**config.mk**
```make
export PLATFORM = sky130hd
export DESIGN_NAME = tape_read_char_parity_check
export DESIGN_NICKNAME = d
export VERILOG_FILES = /design/src/design/tape_read_pkg.sv /design/src/design/edge_detect.sv /design/src/design/byte_parity.sv /design/src/design/tape_read_char_parity_check.sv
export SDC_FILE = /design/constraint.sdc
export NUM_CORES = 1
export LEC_CHECK = 0
export BUFFER_PORTS_ARGS = -buffer_cell sky130_fd_sc_hd__buf_2
export CAP_MARGIN = 20
export CORE_UTILIZATION = 40
export CTS_CLUSTER_DIAMETER = 200
export DETAILED_ROUTE_END_ITERATION = 7
export GPL_ROUTABILITY_DRIVEN = 1
export PLACE_DENSITY = 0.76
export SYNTH_ARGS = -nofsm -noshare
export SYNTH_HDL_FRONTEND = slang
export SYNTH_SLANG_ARGS = --single-unit
```
**constraint.sdc**
```tcl
create_clock -name ref_clk_i -period 2.85 [get_ports ref_clk_i]
set_input_delay 0.1425 -clock ref_clk_i [delete_from_list [all_inputs] [get_ports ref_clk_i]]
set_output_delay 0.1425 -clock ref_clk_i [all_outputs]
set_load 0.01 [all_outputs]
```
**src/design/tape_read_pkg.sv**
```systemverilog
package tape_read_pkg;
    localparam int TRACKS = 9;
    localparam int GROUP_W = 3;
    localparam int GROUPS = 3;
    localparam int BIT_PARITY = 8;
    // AXI4-Lite register byte offsets
    localparam logic [7:0] OFF_CONTROL = 8'h00;
    localparam logic [7:0] OFF_STATUS = 8'h04;
    localparam logic [7:0] OFF_IRQ_STATUS = 8'h08;
    localparam logic [7:0] OFF_IRQ_MASK = 8'h0c;
    localparam logic [7:0] OFF_READ_REG = 8'h10;
    // Control bits
    localparam int CTL_READ = 0;
    localparam int CTL_WRITE = 1;
    localparam int CTL_FWD = 2;
    localparam int CTL_REV = 3;
    // Status bits
    localparam int ST_PRESENT = 0;
    localparam int ST_ODD = 1;
    localparam int ST_SHIFT = 2;
    localparam int ST_BYTE_OK = 3;
    localparam int ST_CHK_ERR = 4;
    // Interrupt bits
    localparam int IRQ_PE = 0;
    localparam int IRQ_CHAR = 1;
    localparam int IRQ_W = 2;
    localparam logic [31:0] CTL_RESET = 32'h0000_0000;
    localparam logic [1:0] RESP_OKAY = 2'h0;
    localparam logic [1:0] RESP_SLVERR = 2'h2;
    typedef enum logic [1:0] {
        PE_IDLE = 2'b00,
        PE_HOLD = 2'b01,
        PE_WAIT = 2'b10
    } pe_state_t;
endpackage

```
**src/design/edge_detect.sv**
```systemverilog
`timescale 1ns/1ps
module edge_detect
(
    // Clock and control
    input wire logic ref_clk_i,
    input wire logic reset_i,
    input wire logic enable_i,
    // Level in, edges out
    input wire logic level_i,
    output logic rise_o,
    output logic fall_o
);
    logic level_q;
    always_ff @(posedge ref_clk_i)
    begin
        if (reset_i)
            level_q <= 1'b0;
        else if (enable_i)
            level_q <= level_i;
    end
    assign rise_o = enable_i & level_i & ~level_q;
    assign fall_o = enable_i & ~level_i & level_q;
endmodule

```
**src/design/byte_parity.sv**
```systemverilog
`timescale 1ns/1ps
module byte_parity
    import tape_read_pkg::*;
(
    // Byte under check
    input wire logic [tape_read_pkg::TRACKS-1:0] byte_i,
    // Group and byte results
    output logic [tape_read_pkg::GROUPS-1:0] group_ok_o,
    output logic byte_parity_ok_o
);
    genvar g;
    generate
        for (g = 0; g < GROUPS; g++)
        begin : grp
            assign group_ok_o[g] = ^byte_i[g*GROUP_W +: GROUP_W];
        end
    endgenerate
    assign byte_parity_ok_o = ^group_ok_o;
endmodule

```
**src/design/tape_read_char_parity_check.sv**
```systemverilog
// Functional notes
// - Read bit line sets assembly bit on clock
// - End strobe fall copies assembly to read
// - Clear strobe empties assembly on next clock
// - Present flag set when clear strobe falls
// - Shift flag fall clears present flag when reading
// - Shift flag set/cleared per memory cycle
// - Three groups of three, odd flag each
// - Groups combine into byte odd parity
// - Parity error on bad data byte
// - Forward read toggles byte count parity
// - Backward read presets count, data toggles
// - Forward check char parity versus count
// - Backward count flag checked at gate
// - Error drives data bus and pattern
// - Nine bit registers cleared by reset
// - Counter raises end strobe after window (counter is external; end strobe is an input here)
// - Longitudinal character never parity checked
`timescale 1ns/1ps
module tape_read_char_parity_check
    import tape_read_pkg::*;
#(
    parameter int TRACK_N = tape_read_pkg::TRACKS
)
(
    // Clock, reset, enable
    input wire logic ref_clk_i,
    input wire logic reset_i,
    input wire logic clk_en_i,
    // Read channel side
    input wire logic [TRACK_N-1:0] read_bit_line_i,
    input wire logic channel_clock_i,
    input wire logic assembly_end_strobe_i,
    input wire logic assembly_clear_strobe_i,
    input wire logic shift_set_i,
    input wire logic shift_end_i,
    input wire logic check_char_time_i,
    input wire logic longitudinal_char_time_i,
    input wire logic record_end_gate_i,
    input wire logic register_clear_i,
    input wire logic count_clear_i,
    // Outputs to data bus and error pattern register
    output logic [TRACK_N-1:0] data_bus_o,
    output logic parity_error_out_o,
    output logic ep_parity_in_o,
    output logic check_char_parity_error_o,
    output logic char_present_flag_o,
    output logic [TRACK_N-1:0] read_reg_o,
    // AXI4-Lite slave
    input wire logic [7:0] s_axi_awaddr,
    input wire logic s_axi_awvalid,
    output logic s_axi_awready,
    input wire logic [31:0] s_axi_wdata,
    input wire logic [3:0] s_axi_wstrb,
    input wire logic s_axi_wvalid,
    output logic s_axi_wready,
    output logic [1:0] s_axi_bresp,
    output logic s_axi_bvalid,
    input wire logic s_axi_bready,
    input wire logic [7:0] s_axi_araddr,
    input wire logic s_axi_arvalid,
    output logic s_axi_arready,
    output logic [31:0] s_axi_rdata,
    output logic [1:0] s_axi_rresp,
    output logic s_axi_rvalid,
    input wire logic s_axi_rready,
    // Interrupt
    output logic irq_o
);
    import tape_read_pkg::*;

    logic [TRACK_N-1:0] assembly_bit;
    logic [TRACK_N-1:0] read_reg_bit;
    logic char_present_flag;
    logic shift_flag;
    logic odd_count;
    logic clear_pending;
    logic pe_q;
    pe_state_t pe_state;
    logic [31:0] control;
    logic [IRQ_W-1:0] irq_status;
    logic [IRQ_W-1:0] irq_mask;
    logic [7:0] aw_addr;
    logic aw_held;
    logic [31:0] w_data;
    logic [3:0] w_strb;
    logic w_held;
    logic [31:0] rdata;
    logic rvalid;
    logic [1:0] rresp;
    logic bvalid;
    logic [1:0] bresp;

    wire read_active = control[CTL_READ];
    wire write_active = control[CTL_WRITE];
    wire forward_dir = control[CTL_FWD];
    wire backward_dir = control[CTL_REV];
    wire [GROUPS-1:0] group_ok;
    wire byte_parity_ok;
    wire ch_fall;
    wire end_fall;
    wire clr_fall;
    wire clr_rise;
    wire present_fall;
    wire shift_fall;
    wire gate_rise;

    byte_parity u_parity
    (
        .byte_i(read_reg_bit),
        .group_ok_o(group_ok),
        .byte_parity_ok_o(byte_parity_ok)
    );

    edge_detect u_ch
    (
        .ref_clk_i(ref_clk_i), .reset_i(reset_i), .enable_i(clk_en_i),
        .level_i(channel_clock_i), .rise_o(), .fall_o(ch_fall)
    );
    edge_detect u_end
    (
        .ref_clk_i(ref_clk_i), .reset_i(reset_i), .enable_i(clk_en_i),
        .level_i(assembly_end_strobe_i), .rise_o(), .fall_o(end_fall)
    );
    edge_detect u_clr
    (
        .ref_clk_i(ref_clk_i), .reset_i(reset_i), .enable_i(clk_en_i),
        .level_i(assembly_clear_strobe_i), .rise_o(clr_rise), .fall_o(clr_fall)
    );
    edge_detect u_rcp
    (
        .ref_clk_i(ref_clk_i), .reset_i(reset_i), .enable_i(clk_en_i),
        .level_i(char_present_flag), .rise_o(), .fall_o(present_fall)
    );
    edge_detect u_shf
    (
        .ref_clk_i(ref_clk_i), .reset_i(reset_i), .enable_i(clk_en_i),
        .level_i(shift_flag), .rise_o(), .fall_o(shift_fall)
    );
    edge_detect u_lg
    (
        .ref_clk_i(ref_clk_i), .reset_i(reset_i), .enable_i(clk_en_i),
        .level_i(record_end_gate_i), .rise_o(gate_rise), .fall_o()
    );

    // Parity decode
    wire data_time = ~check_char_time_i & ~longitudinal_char_time_i;
    wire byte_error = char_present_flag & ~byte_parity_ok & data_time;
    wire check_char_parity_error = odd_count ? byte_parity_ok : ~byte_parity_ok;
    wire fwd_check_error = check_char_parity_error & char_present_flag & check_char_time_i
        & forward_dir & read_active & ~longitudinal_char_time_i;
    wire rev_gate_error = gate_rise & backward_dir & read_active & ~odd_count;
    wire char_error = ((read_active | write_active) & byte_error) | fwd_check_error;
    wire rev_preset = backward_dir & char_present_flag & check_char_time_i & byte_parity_ok;
    wire odd_clock = present_fall & ((forward_dir & ~backward_dir)
        | (backward_dir & data_time));
    wire next_pe = (pe_state == PE_IDLE) & char_error;

    // Assembly register
    always_ff @(posedge ref_clk_i)
    begin
        if (reset_i | register_clear_i)
            assembly_bit <= '0;
        else if (clk_en_i & ch_fall)
        begin
            if (clear_pending)
                assembly_bit <= '0;
            else
                assembly_bit <= assembly_bit | read_bit_line_i;
        end
    end

    // Clear armed once per strobe, so the next character is not wiped too
    always_ff @(posedge ref_clk_i)
    begin
        if (reset_i)
            clear_pending <= 1'b0;
        else if (clk_en_i)
        begin
            if (clr_rise)
                clear_pending <= 1'b1;
            else if (ch_fall)
                clear_pending <= 1'b0;
        end
    end

    // Read register; end strobe comes from the external period counter
    always_ff @(posedge ref_clk_i)
    begin
        if (reset_i | register_clear_i)
            read_reg_bit <= '0;
        else if (end_fall)
            read_reg_bit <= assembly_bit;
    end

    // Memory cycle shift flag
    always_ff @(posedge ref_clk_i)
    begin
        if (reset_i)
            shift_flag <= 1'b0;
        else if (clk_en_i)
        begin
            if (shift_set_i)
                shift_flag <= 1'b1;
            else if (shift_end_i)
                shift_flag <= 1'b0;
        end
    end

    // Character present flag
    always_ff @(posedge ref_clk_i)
    begin
        if (reset_i | register_clear_i)
            char_present_flag <= 1'b0;
        else if (clr_fall)
            char_present_flag <= 1'b1;
        else if (shift_fall & read_active)
            char_present_flag <= 1'b0;
    end

    // Byte count parity
    always_ff @(posedge ref_clk_i)
    begin
        if (reset_i | count_clear_i)
            odd_count <= 1'b0;
        else if (clk_en_i & rev_preset)
            odd_count <= 1'b1;
        else if (odd_clock)
            odd_count <= ~odd_count;
    end

    // One error pulse per character slot
    always_ff @(posedge ref_clk_i)
    begin
        if (reset_i)
        begin
            pe_state <= PE_IDLE;
            pe_q <= 1'b0;
        end
        else if (clk_en_i)
        begin
            pe_q <= next_pe | rev_gate_error;
            unique case (pe_state)
                PE_IDLE: if (char_error) pe_state <= PE_HOLD;
                PE_HOLD: pe_state <= PE_WAIT;
                PE_WAIT: if (~char_present_flag) pe_state <= PE_IDLE;
                default: pe_state <= PE_IDLE;
            endcase
        end
    end

    assign parity_error_out_o = pe_q;
    assign data_bus_o = {TRACK_N{pe_q}};
    assign ep_parity_in_o = pe_q;
    assign check_char_parity_error_o = check_char_parity_error;
    assign char_present_flag_o = char_present_flag;
    assign read_reg_o = read_reg_bit;

    // AXI4-Lite write path
    wire do_write = aw_held & w_held & ~bvalid;
    wire [7:0] wa = aw_addr;
    wire wr_ctl = do_write & (wa == OFF_CONTROL);
    wire wr_ist = do_write & (wa == OFF_IRQ_STATUS);
    wire wr_msk = do_write & (wa == OFF_IRQ_MASK);
    wire wr_ok = wr_ctl | wr_ist | wr_msk;
    wire [IRQ_W-1:0] irq_event = {clr_fall, pe_q};
    wire [IRQ_W-1:0] irq_clear = wr_ist ? w_data[IRQ_W-1:0] : '0;
    assign s_axi_awready = ~aw_held;
    assign s_axi_wready = ~w_held;
    assign s_axi_bvalid = bvalid;
    assign s_axi_bresp = bresp;

    always_ff @(posedge ref_clk_i)
    begin
        if (reset_i)
        begin
            aw_held <= 1'b0;
            w_held <= 1'b0;
            aw_addr <= 8'h00;
            w_data <= 32'h0000_0000;
            w_strb <= 4'h0;
            bvalid <= 1'b0;
            bresp <= RESP_OKAY;
        end
        else
        begin
            if (s_axi_awvalid & ~aw_held)
            begin
                aw_held <= 1'b1;
                aw_addr <= s_axi_awaddr;
            end
            if (s_axi_wvalid & ~w_held)
            begin
                w_held <= 1'b1;
                w_data <= s_axi_wdata;
                w_strb <= s_axi_wstrb;
            end
            if (do_write)
            begin
                aw_held <= 1'b0;
                w_held <= 1'b0;
                bvalid <= 1'b1;
                bresp <= wr_ok ? RESP_OKAY : RESP_SLVERR;
            end
            else if (bvalid & s_axi_bready)
                bvalid <= 1'b0;
        end
    end

    // Control, mask and sticky status; a new event wins over its clear
    always_ff @(posedge ref_clk_i)
    begin
        if (reset_i)
        begin
            control <= CTL_RESET;
            irq_mask <= '0;
            irq_status <= '0;
        end
        else
        begin
            if (wr_ctl & w_strb[0])
                control[7:0] <= w_data[7:0];
            if (wr_msk & w_strb[0])
                irq_mask <= w_data[IRQ_W-1:0];
            irq_status <= (irq_status & ~irq_clear) | irq_event;
        end
    end
    assign irq_o = |(irq_status & irq_mask);

    // AXI4-Lite read path
    wire [31:0] status_word = {27'h0, check_char_parity_error, byte_parity_ok,
        shift_flag, odd_count, char_present_flag};
    wire rd_hit = (s_axi_araddr == OFF_CONTROL) | (s_axi_araddr == OFF_STATUS)
        | (s_axi_araddr == OFF_IRQ_STATUS) | (s_axi_araddr == OFF_IRQ_MASK)
        | (s_axi_araddr == OFF_READ_REG);
    wire [31:0] rd_word =
        (s_axi_araddr == OFF_CONTROL) ? control :
        (s_axi_araddr == OFF_STATUS) ? status_word :
        (s_axi_araddr == OFF_IRQ_STATUS) ? {30'h0, irq_status} :
        (s_axi_araddr == OFF_IRQ_MASK) ? {30'h0, irq_mask} :
        (s_axi_araddr == OFF_READ_REG) ? {23'h0, read_reg_bit} : 32'h0000_0000;
    assign s_axi_arready = ~rvalid;
    assign s_axi_rvalid = rvalid;
    assign s_axi_rdata = rdata;
    assign s_axi_rresp = rresp;

    always_ff @(posedge ref_clk_i)
    begin
        if (reset_i)
        begin
            rvalid <= 1'b0;
            rdata <= 32'h0000_0000;
            rresp <= RESP_OKAY;
        end
        else if (s_axi_arvalid & ~rvalid)
        begin
            rvalid <= 1'b1;
            rdata <= rd_word;
            rresp <= rd_hit ? RESP_OKAY : RESP_SLVERR;
        end
        else if (rvalid & s_axi_rready)
            rvalid <= 1'b0;
    end

    a_copy_on_end: assert property (@(posedge ref_clk_i) disable iff (reset_i)
        end_fall & ~register_clear_i |=> read_reg_bit == $past(assembly_bit))
        else $error("read register missed assembly copy");
    a_present_set: assert property (@(posedge ref_clk_i) disable iff (reset_i)
        clr_fall & ~register_clear_i |=> char_present_flag)
        else $error("present flag not set");
    a_present_clear: assert property (@(posedge ref_clk_i) disable iff (reset_i)
        shift_fall & read_active & ~clr_fall & ~register_clear_i |=> ~char_present_flag)
        else $error("present flag not cleared");
    a_odd_toggle: assert property (@(posedge ref_clk_i) disable iff (reset_i)
        odd_clock & ~count_clear_i & ~rev_preset |=> odd_count != $past(odd_count))
        else $error("byte count parity did not toggle");
    a_no_lrc_toggle: assert property (@(posedge ref_clk_i) disable iff (reset_i)
        backward_dir & ~forward_dir & longitudinal_char_time_i & ~count_clear_i & ~rev_preset
        |=> odd_count == $past(odd_count))
        else $error("byte count toggled at longitudinal time");
    a_pe_pulse: assert property (@(posedge ref_clk_i) disable iff (reset_i)
        $rose(pe_q) & ~rev_gate_error |=> ~pe_q)
        else $error("parity error longer than one cycle");
    a_gate_error: assert property (@(posedge ref_clk_i) disable iff (reset_i)
        clk_en_i & rev_gate_error |=> parity_error_out_o && data_bus_o == '1)
        else $error("backward gate error not reported");
    a_data_error: assert property (@(posedge ref_clk_i) disable iff (reset_i)
        clk_en_i & read_active & byte_error & (pe_state == PE_IDLE) |=> ep_parity_in_o)
        else $error("bad byte not reported");
endmodule

```
Yosys cells after proc, flatten, opt, wreduce, memory -nomap -nowiden
Cells that the tools add are included.
{"block": "totals", "register_bits": 100, "input_bits": 79, "out_inout_bits": 64, "elab_cells": 161}
{"block": "classes", "eq_ne": 10, "muxes": 25, "bitwise": 81, "reduce_logical": 18}
{"cell": "2-to-1 mux 9 bit", "count": 6}
{"cell": "bitwise AND 1 bit", "count": 48}
{"cell": "== test 8 x 4 -> 1 bit (second input constant)", "count": 4}
{"cell": "logical NOT 8 bit", "count": 2}
{"cell": "inverter 1 bit", "count": 16}
{"cell": "2-to-1 mux 1 bit", "count": 13}
{"cell": "bitwise OR 1 bit", "count": 12}
{"cell": "nonzero test 2 bit", "count": 6}
{"cell": "parity 3 bit", "count": 4}
{"cell": "2-to-1 mux 2 bit", "count": 5}
{"cell": "bitwise OR 9 bit", "count": 1}
{"cell": "== test 8 x 3 -> 1 bit (second input constant)", "count": 1}
{"cell": "== test 8 x 5 -> 1 bit (second input constant)", "count": 1}
{"cell": "one-hot mux 2 bit (3 select lines)", "count": 1}
{"cell": "bitwise AND 2 bit", "count": 2}
{"cell": "inequality test 2 bit (second input constant)", "count": 2}
{"cell": "AND reduction 2 bit", "count": 2}
{"cell": "OR reduction 2 bit", "count": 2}
{"cell": "AND reduction 3 bit", "count": 1}
{"cell": "== test 2 x 1 -> 1 bit (second input constant)", "count": 1}
{"cell": "== test 2 bit (second input constant)", "count": 1}
{"cell": "logical NOT 2 bit", "count": 1}
{"cell": "inverter 2 bit", "count": 1}
{"cell": "bitwise OR 2 bit", "count": 1}

Logic depth before layout (Yosys ltp)
Gate-level depths: netlist of run 1.
{"block": "depth", "depth_word": 12, "depth_mapped": 6, "ltp_nobuf": 5}

By module
From an unflattened synthesis of run 1, not the netlist that was laid out.
{"block": "hier_totals", "hier_cells": 399, "area_unflattened_um2": 3520.9}
{"module": "tape_read_char_parity_check", "instances": 1, "cells_per_inst": 356, "area_each_um2": 3104.2, "seq_area_each_um2": 1381.3}
{"module": "edge_detect", "instances": 6, "cells_per_inst": 6, "area_each_um2": 52.6, "seq_area_each_um2": 20.0}
{"module": "byte_parity", "instances": 1, "cells_per_inst": 7, "area_each_um2": 101.3, "seq_area_each_um2": 0.0}

Least setup slack after synthesis of run 1
Ideal clock, no wire load.
{"block": "synth_path", "kind": "register to register", "startpoint": "register aw_addr[4]", "endpoint": "register control[0]", "setup_ps": 117, "arrival_ps": 1893, "t_required_ps": 2733, "path_slack_ps": 840, "stages_incl_launch_ff": 6, "n_path_buf": 0, "period_less_slack_ps": 2010, "path_cell_list": "dfxtp_1 or4_4 or4_4 nor3_4 mux2i_1 nor2_1"}
{"block": "synth_via", "elab_chain_cells": 3}
{"item": "from (decl)", "line": "tape_read_char_parity_check.sv:83", "rtl": "logic [7:0] aw_addr;"}
{"item": "from (signal assigned)", "line": "tape_read_char_parity_check.sv:290", "rtl": "aw_addr <= s_axi_awaddr;"}
{"item": "logical NOT 8 bit", "line": "tape_read_char_parity_check.sv:262", "rtl": "wire wr_ctl = do_write & (wa == OFF_CONTROL);"}
{"item": "bitwise AND 1 bit", "line": "tape_read_char_parity_check.sv:262"}
{"item": "bitwise AND 1 bit", "line": "tape_read_char_parity_check.sv:321", "rtl": "if (wr_ctl & w_strb[0])"}
{"item": "to (signal assigned)", "line": "tape_read_char_parity_check.sv:322", "rtl": "control[7:0] <= w_data[7:0];"}
{"item": "to (decl)", "line": "tape_read_char_parity_check.sv:80", "rtl": "logic [31:0] control;"}
Every way passes these cells.
A chain may end at the register's enable or synchronous reset.

Final worst setup path of run 1
{"block": "layout_path", "startpoint": "register aw_addr[4]", "endpoint": "register control[1]"}
The elaborated chain is that of the path after synthesis.

==> results of run 1 <==
-- cell usage in the layout, fill, tap and decap left out, types with 5 or more instances in the layout --
| master | Yosys | routed |
|---|---|---|
| a21oi_1 | 32 | 32 |
| clkbuf_8 | 0 | 10 |
| inv_1 | 7 | 7 |
| buf_2 | 3 | 90 |
| conb_1 | 1 | 25 |
| mux2i_1 | 33 | 33 |
| o21ai_0 | 5 | 5 |
| a211oi_1 | 5 | 5 |
| nor2b_1 | 6 | 6 |
| dfxtp_1 | 75 | 75 |
| a221oi_1 | 6 | 6 |
| nand3b_1 | 5 | 5 |
| nand2_1 | 38 | 38 |
| nor2_1 | 62 | 62 |
| nor3_1 | 10 | 10 |
-- registers in the layout, indices dropped and copies added (netlist names), 2 cells and up --
signal        flops
assembly_bit      9
read_reg_o        9
s_axi_rdata       9
aw_addr           8
control           8
w_data            8
irq_mask          2
irq_status        2
pe_state          2
-- worst max path at each step --
stage	start	endpoint	slack [ps]	cells past startpoint
after CTS	aw_addr[4]	control[1]	610	5
final	aw_addr[4]	control[1]	610	5
after floorplan	aw_addr[4]	control[0]	840	5
after global routing	aw_addr[4]	control[4]	500	5
after global placement	aw_addr[4]	control[0]	710	5
after detailed placement	aw_addr[4]	control[1]	630	5
-- stage by stage --
step	cells	utilization	hold slack, ps	area [µm²]	worst slack [ps]
after floorplan	420	-	215	3610	840
after global placement	560	0.458	329	3840	709
after detailed placement	560	0.458	319	3840	631
after CTS	576	0.482	0.396	4040	605
after global routing	576	0.482	16.6	4040	498
final	576	0.482	11.9	4040	615
-- logic make-up after synthesis --
kind of cell | share of synthesized area
DFF | 0.427
buffers and inverters | 0.109
other | 0.00107
and+or+nand+nor | 0.217
xor gates and xnor gates | 0.0384
muxes | 0.0971
AOI/OAI and AO/OA | 0.111
-- what timing repair did --
action / 4_1_cts / 5_1_grt
buffers inserted: 0 / 0
hold endpoints to repair: 2 / 0
hold buffers: 2 / 0
resized for setup: 0 / 0
-- layout make-up --
class / instances / area share
sequential: 75 / 0.371
timing repair buffer: 93 / 0.118
multi-input combinational: 282 / 0.426
tap: 105 / 0.0325
inverter: 7 / 0.00650
clock inverter: 3 / 0.00990
clock buffer: 11 / 0.0350
-- power by group --
group | leakage (nW) | internal, W | switching [W]
logic | 1.07 | 0.0000922 | 0.000129
clock network | 0.0950 | 0.000416 | 0.000360
registers | 0.611 | 0.00108 | 0.0000271
-- metal layers --
metal / up-vias / wire [µm] / GRT usage / part of all wire
met5: - / 10 / 0 / 0.0013
met4: 2 / 106 / 0.0473 / 0.014
met3: 11 / 418 / 0.0703 / 0.055
met2: 89 / 3590 / 0.280 / 0.47
met1: 1343 / 3460 / 0.223 / 0.46
li1: 1449 / - / - / -
-- worst register-to-register path, delay by kind of cell (launching register included) --
kind / cells / cell delay, ps
flip-flops: 1 / 320
multiplexers: 1 / 260
AND/OR/NAND/NOR: 4 / 1520
==> impl_metrics.csv, run 1 <==
group,metric,value,unit
outcome,status,"completed",
clock_network,cts.reportedPaths.clkPinSlew,70,ps
worst_setup_path,worstPathCellList,"or4_4 -> or4_4 -> nor3_4 -> mux2i_1 -> nor2_1",
die,dieArea,9170,µm²
die,fp.dieH,95.8,µm
layout,nFillCells,815,
timing,drv_slew,0,
timing,relSlewSlack,0.439,
die,io_pins,143,
logic_synthesis,ys.warnings.count,0,
grt,grt_pass1_vias,2656,
worst_setup_path,crit_buf_inv,0,
logic_synthesis,synth_cells,396,
detailed_routing,dr_total_vias,2894,
grt,grt_start_max_net_pins,56,
logic_synthesis,synth_area,3520,µm²
timing,timing.final.hold_violations,0,
grt,grt-ovfl-total,0,
detailed_routing,via_per_inst,5.02,
layout,nets,547,
worst_hold_path,holdPathStages,2,
worst_setup_path,max_stage_delay,550,ps
placement,dp.final_hpwl,5680,µm
grt,grtUsageTotal,0.177,
worst_setup_path,cpMaxStageDelayCell,"or4_4",
worst_setup_path,path_delay_family,"simple AND/OR/NAND/NOR gates",
power_and_ir_drop,ir_drop,0.293,mV
logic_synthesis,ys.flop_type,"dfxtp_1",
worst_setup_path,crit_arrival,2450,ps
logic_synthesis,synth_top_cell_area_share,0.427,
worst_setup_path,worst-path-max-fanout,8,
die,rows,33,
logic_synthesis,synth_top_cell_by_area,"dfxtp_1",
worst_setup_path,rrSetupSlack,610,ps
clock_network,cts-root-buf,"clkbuf_8",
layout,drive_gt1_frac,0.244,
logic_synthesis,ys_types,48,
logic_synthesis,ys_seq_area_frac,0.427,
job,maxCapViolations,0,
worst_setup_path,crit_top_cell,"or4_4",
placement,io_buffers,90,
placement,gp_congestion,0.803,
worst_hold_path,hold_path.class,"input pin to register",
detailed_routing,drc_errors,0,
power_and_ir_drop,total_power,0.00211,W
timing,finalSetupViolations,0,
worst_setup_path,critPathRequiredTime,3070,ps
worst_setup_path,crit_path_start_kind,"register",
detailed_routing,firstDrtPassIters,5,
worst_hold_path,min_from,"s_axi_wvalid",
detailed_routing,ant_nets,0,
worst_hold_path,holdPathEnd,"w_held",
timing,fin_skew,6.82,ps
power_and_ir_drop,p_per_area,521,nW/µm²
worst_setup_path,worstSetupPathType,"register to register",
power_and_ir_drop,p_leak,1.78,nW
die,die_x,95.8,µm
logic_synthesis,ys_ff_latch,75,
clock_network,cts-htree-levels,3,
die,coreArea,8380,µm²
worst_setup_path,rr_endpoint,"control[1]",
logic_synthesis,synth_area_leaders,"dfxtp_1, mux2i_1, buf_4, nor2_1, a21oi_1",
logic_synthesis,synth_top_cells_by_count,"dfxtp_1, nor2_1, nand2_1, buf_4, mux2i_1",
clock_network,numCtsBuffers,9,
timing,timing.final.crit_share,0.784,
clock_network,cts_tree,"done",
logic_synthesis,synthMostInstantiatedCell,"dfxtp_1",
layout,regArea,1500,µm²
layout,multi_input_area,1720,µm²
grt,antenna_found_initial,1,
layout,antennaDiodeCount,0,
logic_synthesis,synthArstFlopShare,0,
logic_synthesis,avgSynthCellArea,8.88,µm²
die,start_util,0.420,
clock_network,clock_sinks,75,
timing,rsz0062_at_grt,"no",
detailed_routing,routed_wl,7580,µm
clock_network,cts.path.max_buffers,2,
layout,area_growth,14.9,%
timing,final.setup.tns,0,ps
worst_setup_path,worstReg2RegStart,"aw_addr[4]",
clock_network,clkLatencyLatePin,350,ps
worst_setup_path,r2r_cells,5,
detailed_routing,avgRoutedWirePerCell,13.2,µm
worst_setup_path,cp-end-kind,"register",
logic_synthesis,synth_edf_count,0,
timing,layout_min_cycle_time,2240,ps
grt,grt_pass1_wl,12400,µm
timing,tightest_slew,840,ps
timing,fmax,447,MHz
detailed_routing,drt_iter0_markers,124,
No activity file was read; power rests on OpenSTA's default activity.
==> run 2: changes to the inputs <==
==> constraint.sdc (replaced) <==
create_clock -name ref_clk_i -period 2.1 [get_ports ref_clk_i]
set_input_delay 0.105 -clock ref_clk_i [delete_from_list [all_inputs] [get_ports ref_clk_i]]
set_output_delay 0.105 -clock ref_clk_i [all_outputs]
set_load 0.01 [all_outputs]
==> run 2 against run 1 <==
Flip-flop and latch count unchanged. Worst setup slack got worse by 540 ps. Count of clock-buffer cells in the layout unchanged. Critical endpoint is now control[3]. Register-to-register slack got worse by 540 ps.
==> impl_metrics.csv, run 2 (same netlist as run 1, synthesis figures left out) <==
group,metric,value,unit
clock_network,cts-htree-levels,3,
worst_setup_path,crit_top_cell,"or4_4",
outcome,status,"completed",
worst_setup_path,worstSetupPathType,"register to register",
timing,final.setup.tns,0,ps
grt,antenna_found_initial,1,
timing,drv_slew,0,
power_and_ir_drop,p_per_area,665,nW/µm²
grt,grt_pass1_wl,12600,µm
worst_setup_path,crit_path_start_kind,"register",
worst_hold_path,hold_path.class,"input pin to register",
timing,tightest_slew,639,ps
timing,layout_min_cycle_time,2020,ps
detailed_routing,via_per_inst,4.95,
clock_network,cts.reportedPaths.clkPinSlew,80,ps
die,io_pins,143,
layout,antennaDiodeCount,0,
die,rows,33,
timing,finalSetupViolations,0,
timing,timing.final.crit_share,0.964,
detailed_routing,firstDrtPassIters,4,
detailed_routing,dr_total_vias,3007,
grt,grt-ovfl-total,0,
clock_network,numCtsBuffers,9,
detailed_routing,drc_errors,0,
timing,relSlewSlack,0.573,
clock_network,clock_sinks,75,
worst_setup_path,max_stage_delay,540,ps
grt,grt_start_max_net_pins,56,
detailed_routing,routed_wl,7820,µm
worst_setup_path,worstPathCellList,"or4_4 -> or4_4 -> nor3_4 -> buf_12 -> mux2i_1 -> nor2_1",
die,fp.dieH,95.8,µm
timing,fmax,494,MHz
die,dieArea,9170,µm²
power_and_ir_drop,p_leak,1.92,nW
clock_network,cts.path.max_buffers,2,
power_and_ir_drop,total_power,0.00290,W
layout,nets,579,
layout,layout_common_cells,"buf_2, dfxtp_1, nor2_1, nand2_1, mux2i_1",
layout,layout.cells.most_common,"buf_2",
clock_network,clkLatencyLatePin,350,ps
job,maxCapViolations,0,
layout,fin_util,0.520,
die,die_x,95.8,µm
placement,dp.final_hpwl,5750,µm
placement,gp_congestion,0.809,
detailed_routing,drt_iter0_markers,125,
worst_setup_path,cp-end-kind,"register",
worst_setup_path,critPathRequiredTime,2320,ps
power_and_ir_drop,ir_drop,0.422,mV
grt,grtUsageTotal,0.179,
clock_network,cts_tree,"done",
detailed_routing,avgRoutedWirePerCell,12.9,µm
timing,timing.final.hold_violations,0,
timing,fin_skew,7.95,ps
worst_setup_path,worst-path-max-fanout,8,
detailed_routing,ant_nets,0,
placement,io_buffers,90,
layout,drive_gt1_frac,0.249,
clock_network,cts-root-buf,"clkbuf_8",
die,coreArea,8380,µm²
die,start_util,0.420,
worst_setup_path,crit_arrival,2240,ps
worst_setup_path,cpMaxStageDelayCell,"or4_4",
layout,area_growth,24.0,%
timing,rsz0062_at_grt,"yes",
grt,grt_pass1_vias,2805,
run 2: cell types whose count changed in the layout (fill, tap and decap cells not counted), sizes merged:
cell / before / now
buf: 91 / 98
dlygate4sd3: 2 / 27
run 2: timing repair:
item / CTS / global route
endpoints found under the setup margin: 1 / 4
gates resized for setup: 1 / 2
hold endpoints to repair: 26 / 1
pin swaps: 1 / 0
buffers inserted: 1 / 0
hold buffers: 26 / 1
run 2: cell type report:
| cell class | instances | area (µm²) |
|---|---|---|
| clock buffers | 11 | 141 |
| well taps | 105 | 131 |
| clock inverters | 3 | 40.0 |
| multi-input cells | 282 | 1730 |
| fillers | 796 | 4020 |
| inverters | 7 | 26.3 |
| repair buffers | 125 | 793 |
| flip-flops and latches | 75 | 1500 |
run 2: critical path: cells and delay by family (launching register included):
kind / cells / cell delay, ps
DFF: 1 / 330
buffers and inverters: 1 / 160
and+or+nand+nor: 4 / 1210
muxes: 1 / 190
run 2: path summary, 6_finish.rpt:
| check | from | end | slack [ps] | cells after the start |
|---|---|---|---|---|
| worst min register to register | w_strb[0] | w_strb[0] | 460 | 2 |
| worst min-delay path | s_axi_wdata[3] | w_data[3] | 4 | 3 |
| worst max-delay path | aw_addr[4] | control[3] | 80 | 6 |
| worst max register to register | aw_addr[4] | control[3] | 80 | 6 |
run 2: power by group:
group | leakage, nW | switching, W | internal [W]
Combinational | 1.21 | 0.000181 | 0.000159
Clock | 0.0950 | 0.000485 | 0.000564
Sequential | 0.612 | 0.0000378 | 0.00147
Total | 1.92 | 0.000704 | 0.00220
run 2: per-layer routing:
layer,track usage,wire length [µm],share of wire,up-vias
met5,0,10,0.0013,-
met4,0.0522,126,0.016,2
met3,0.0640,455,0.058,14
met2,0.305,3770,0.48,95
met1,0.212,3470,0.44,1392
li1,-,-,-,1504
run 2: through the flow:
stage	cell area (µm²)	hold slack (ps)	setup WS [ps]	cells
2_1_floorplan	3610	178	90.1	420
3_3_place_gp	3900	292	124	566
3_5_place_dp	3900	289	95.4	566
4_1_cts	4350	0.221	66.3	607
5_1_grt	4360	1.40	-9.69	608
6_report	4360	3.58	75.2	608
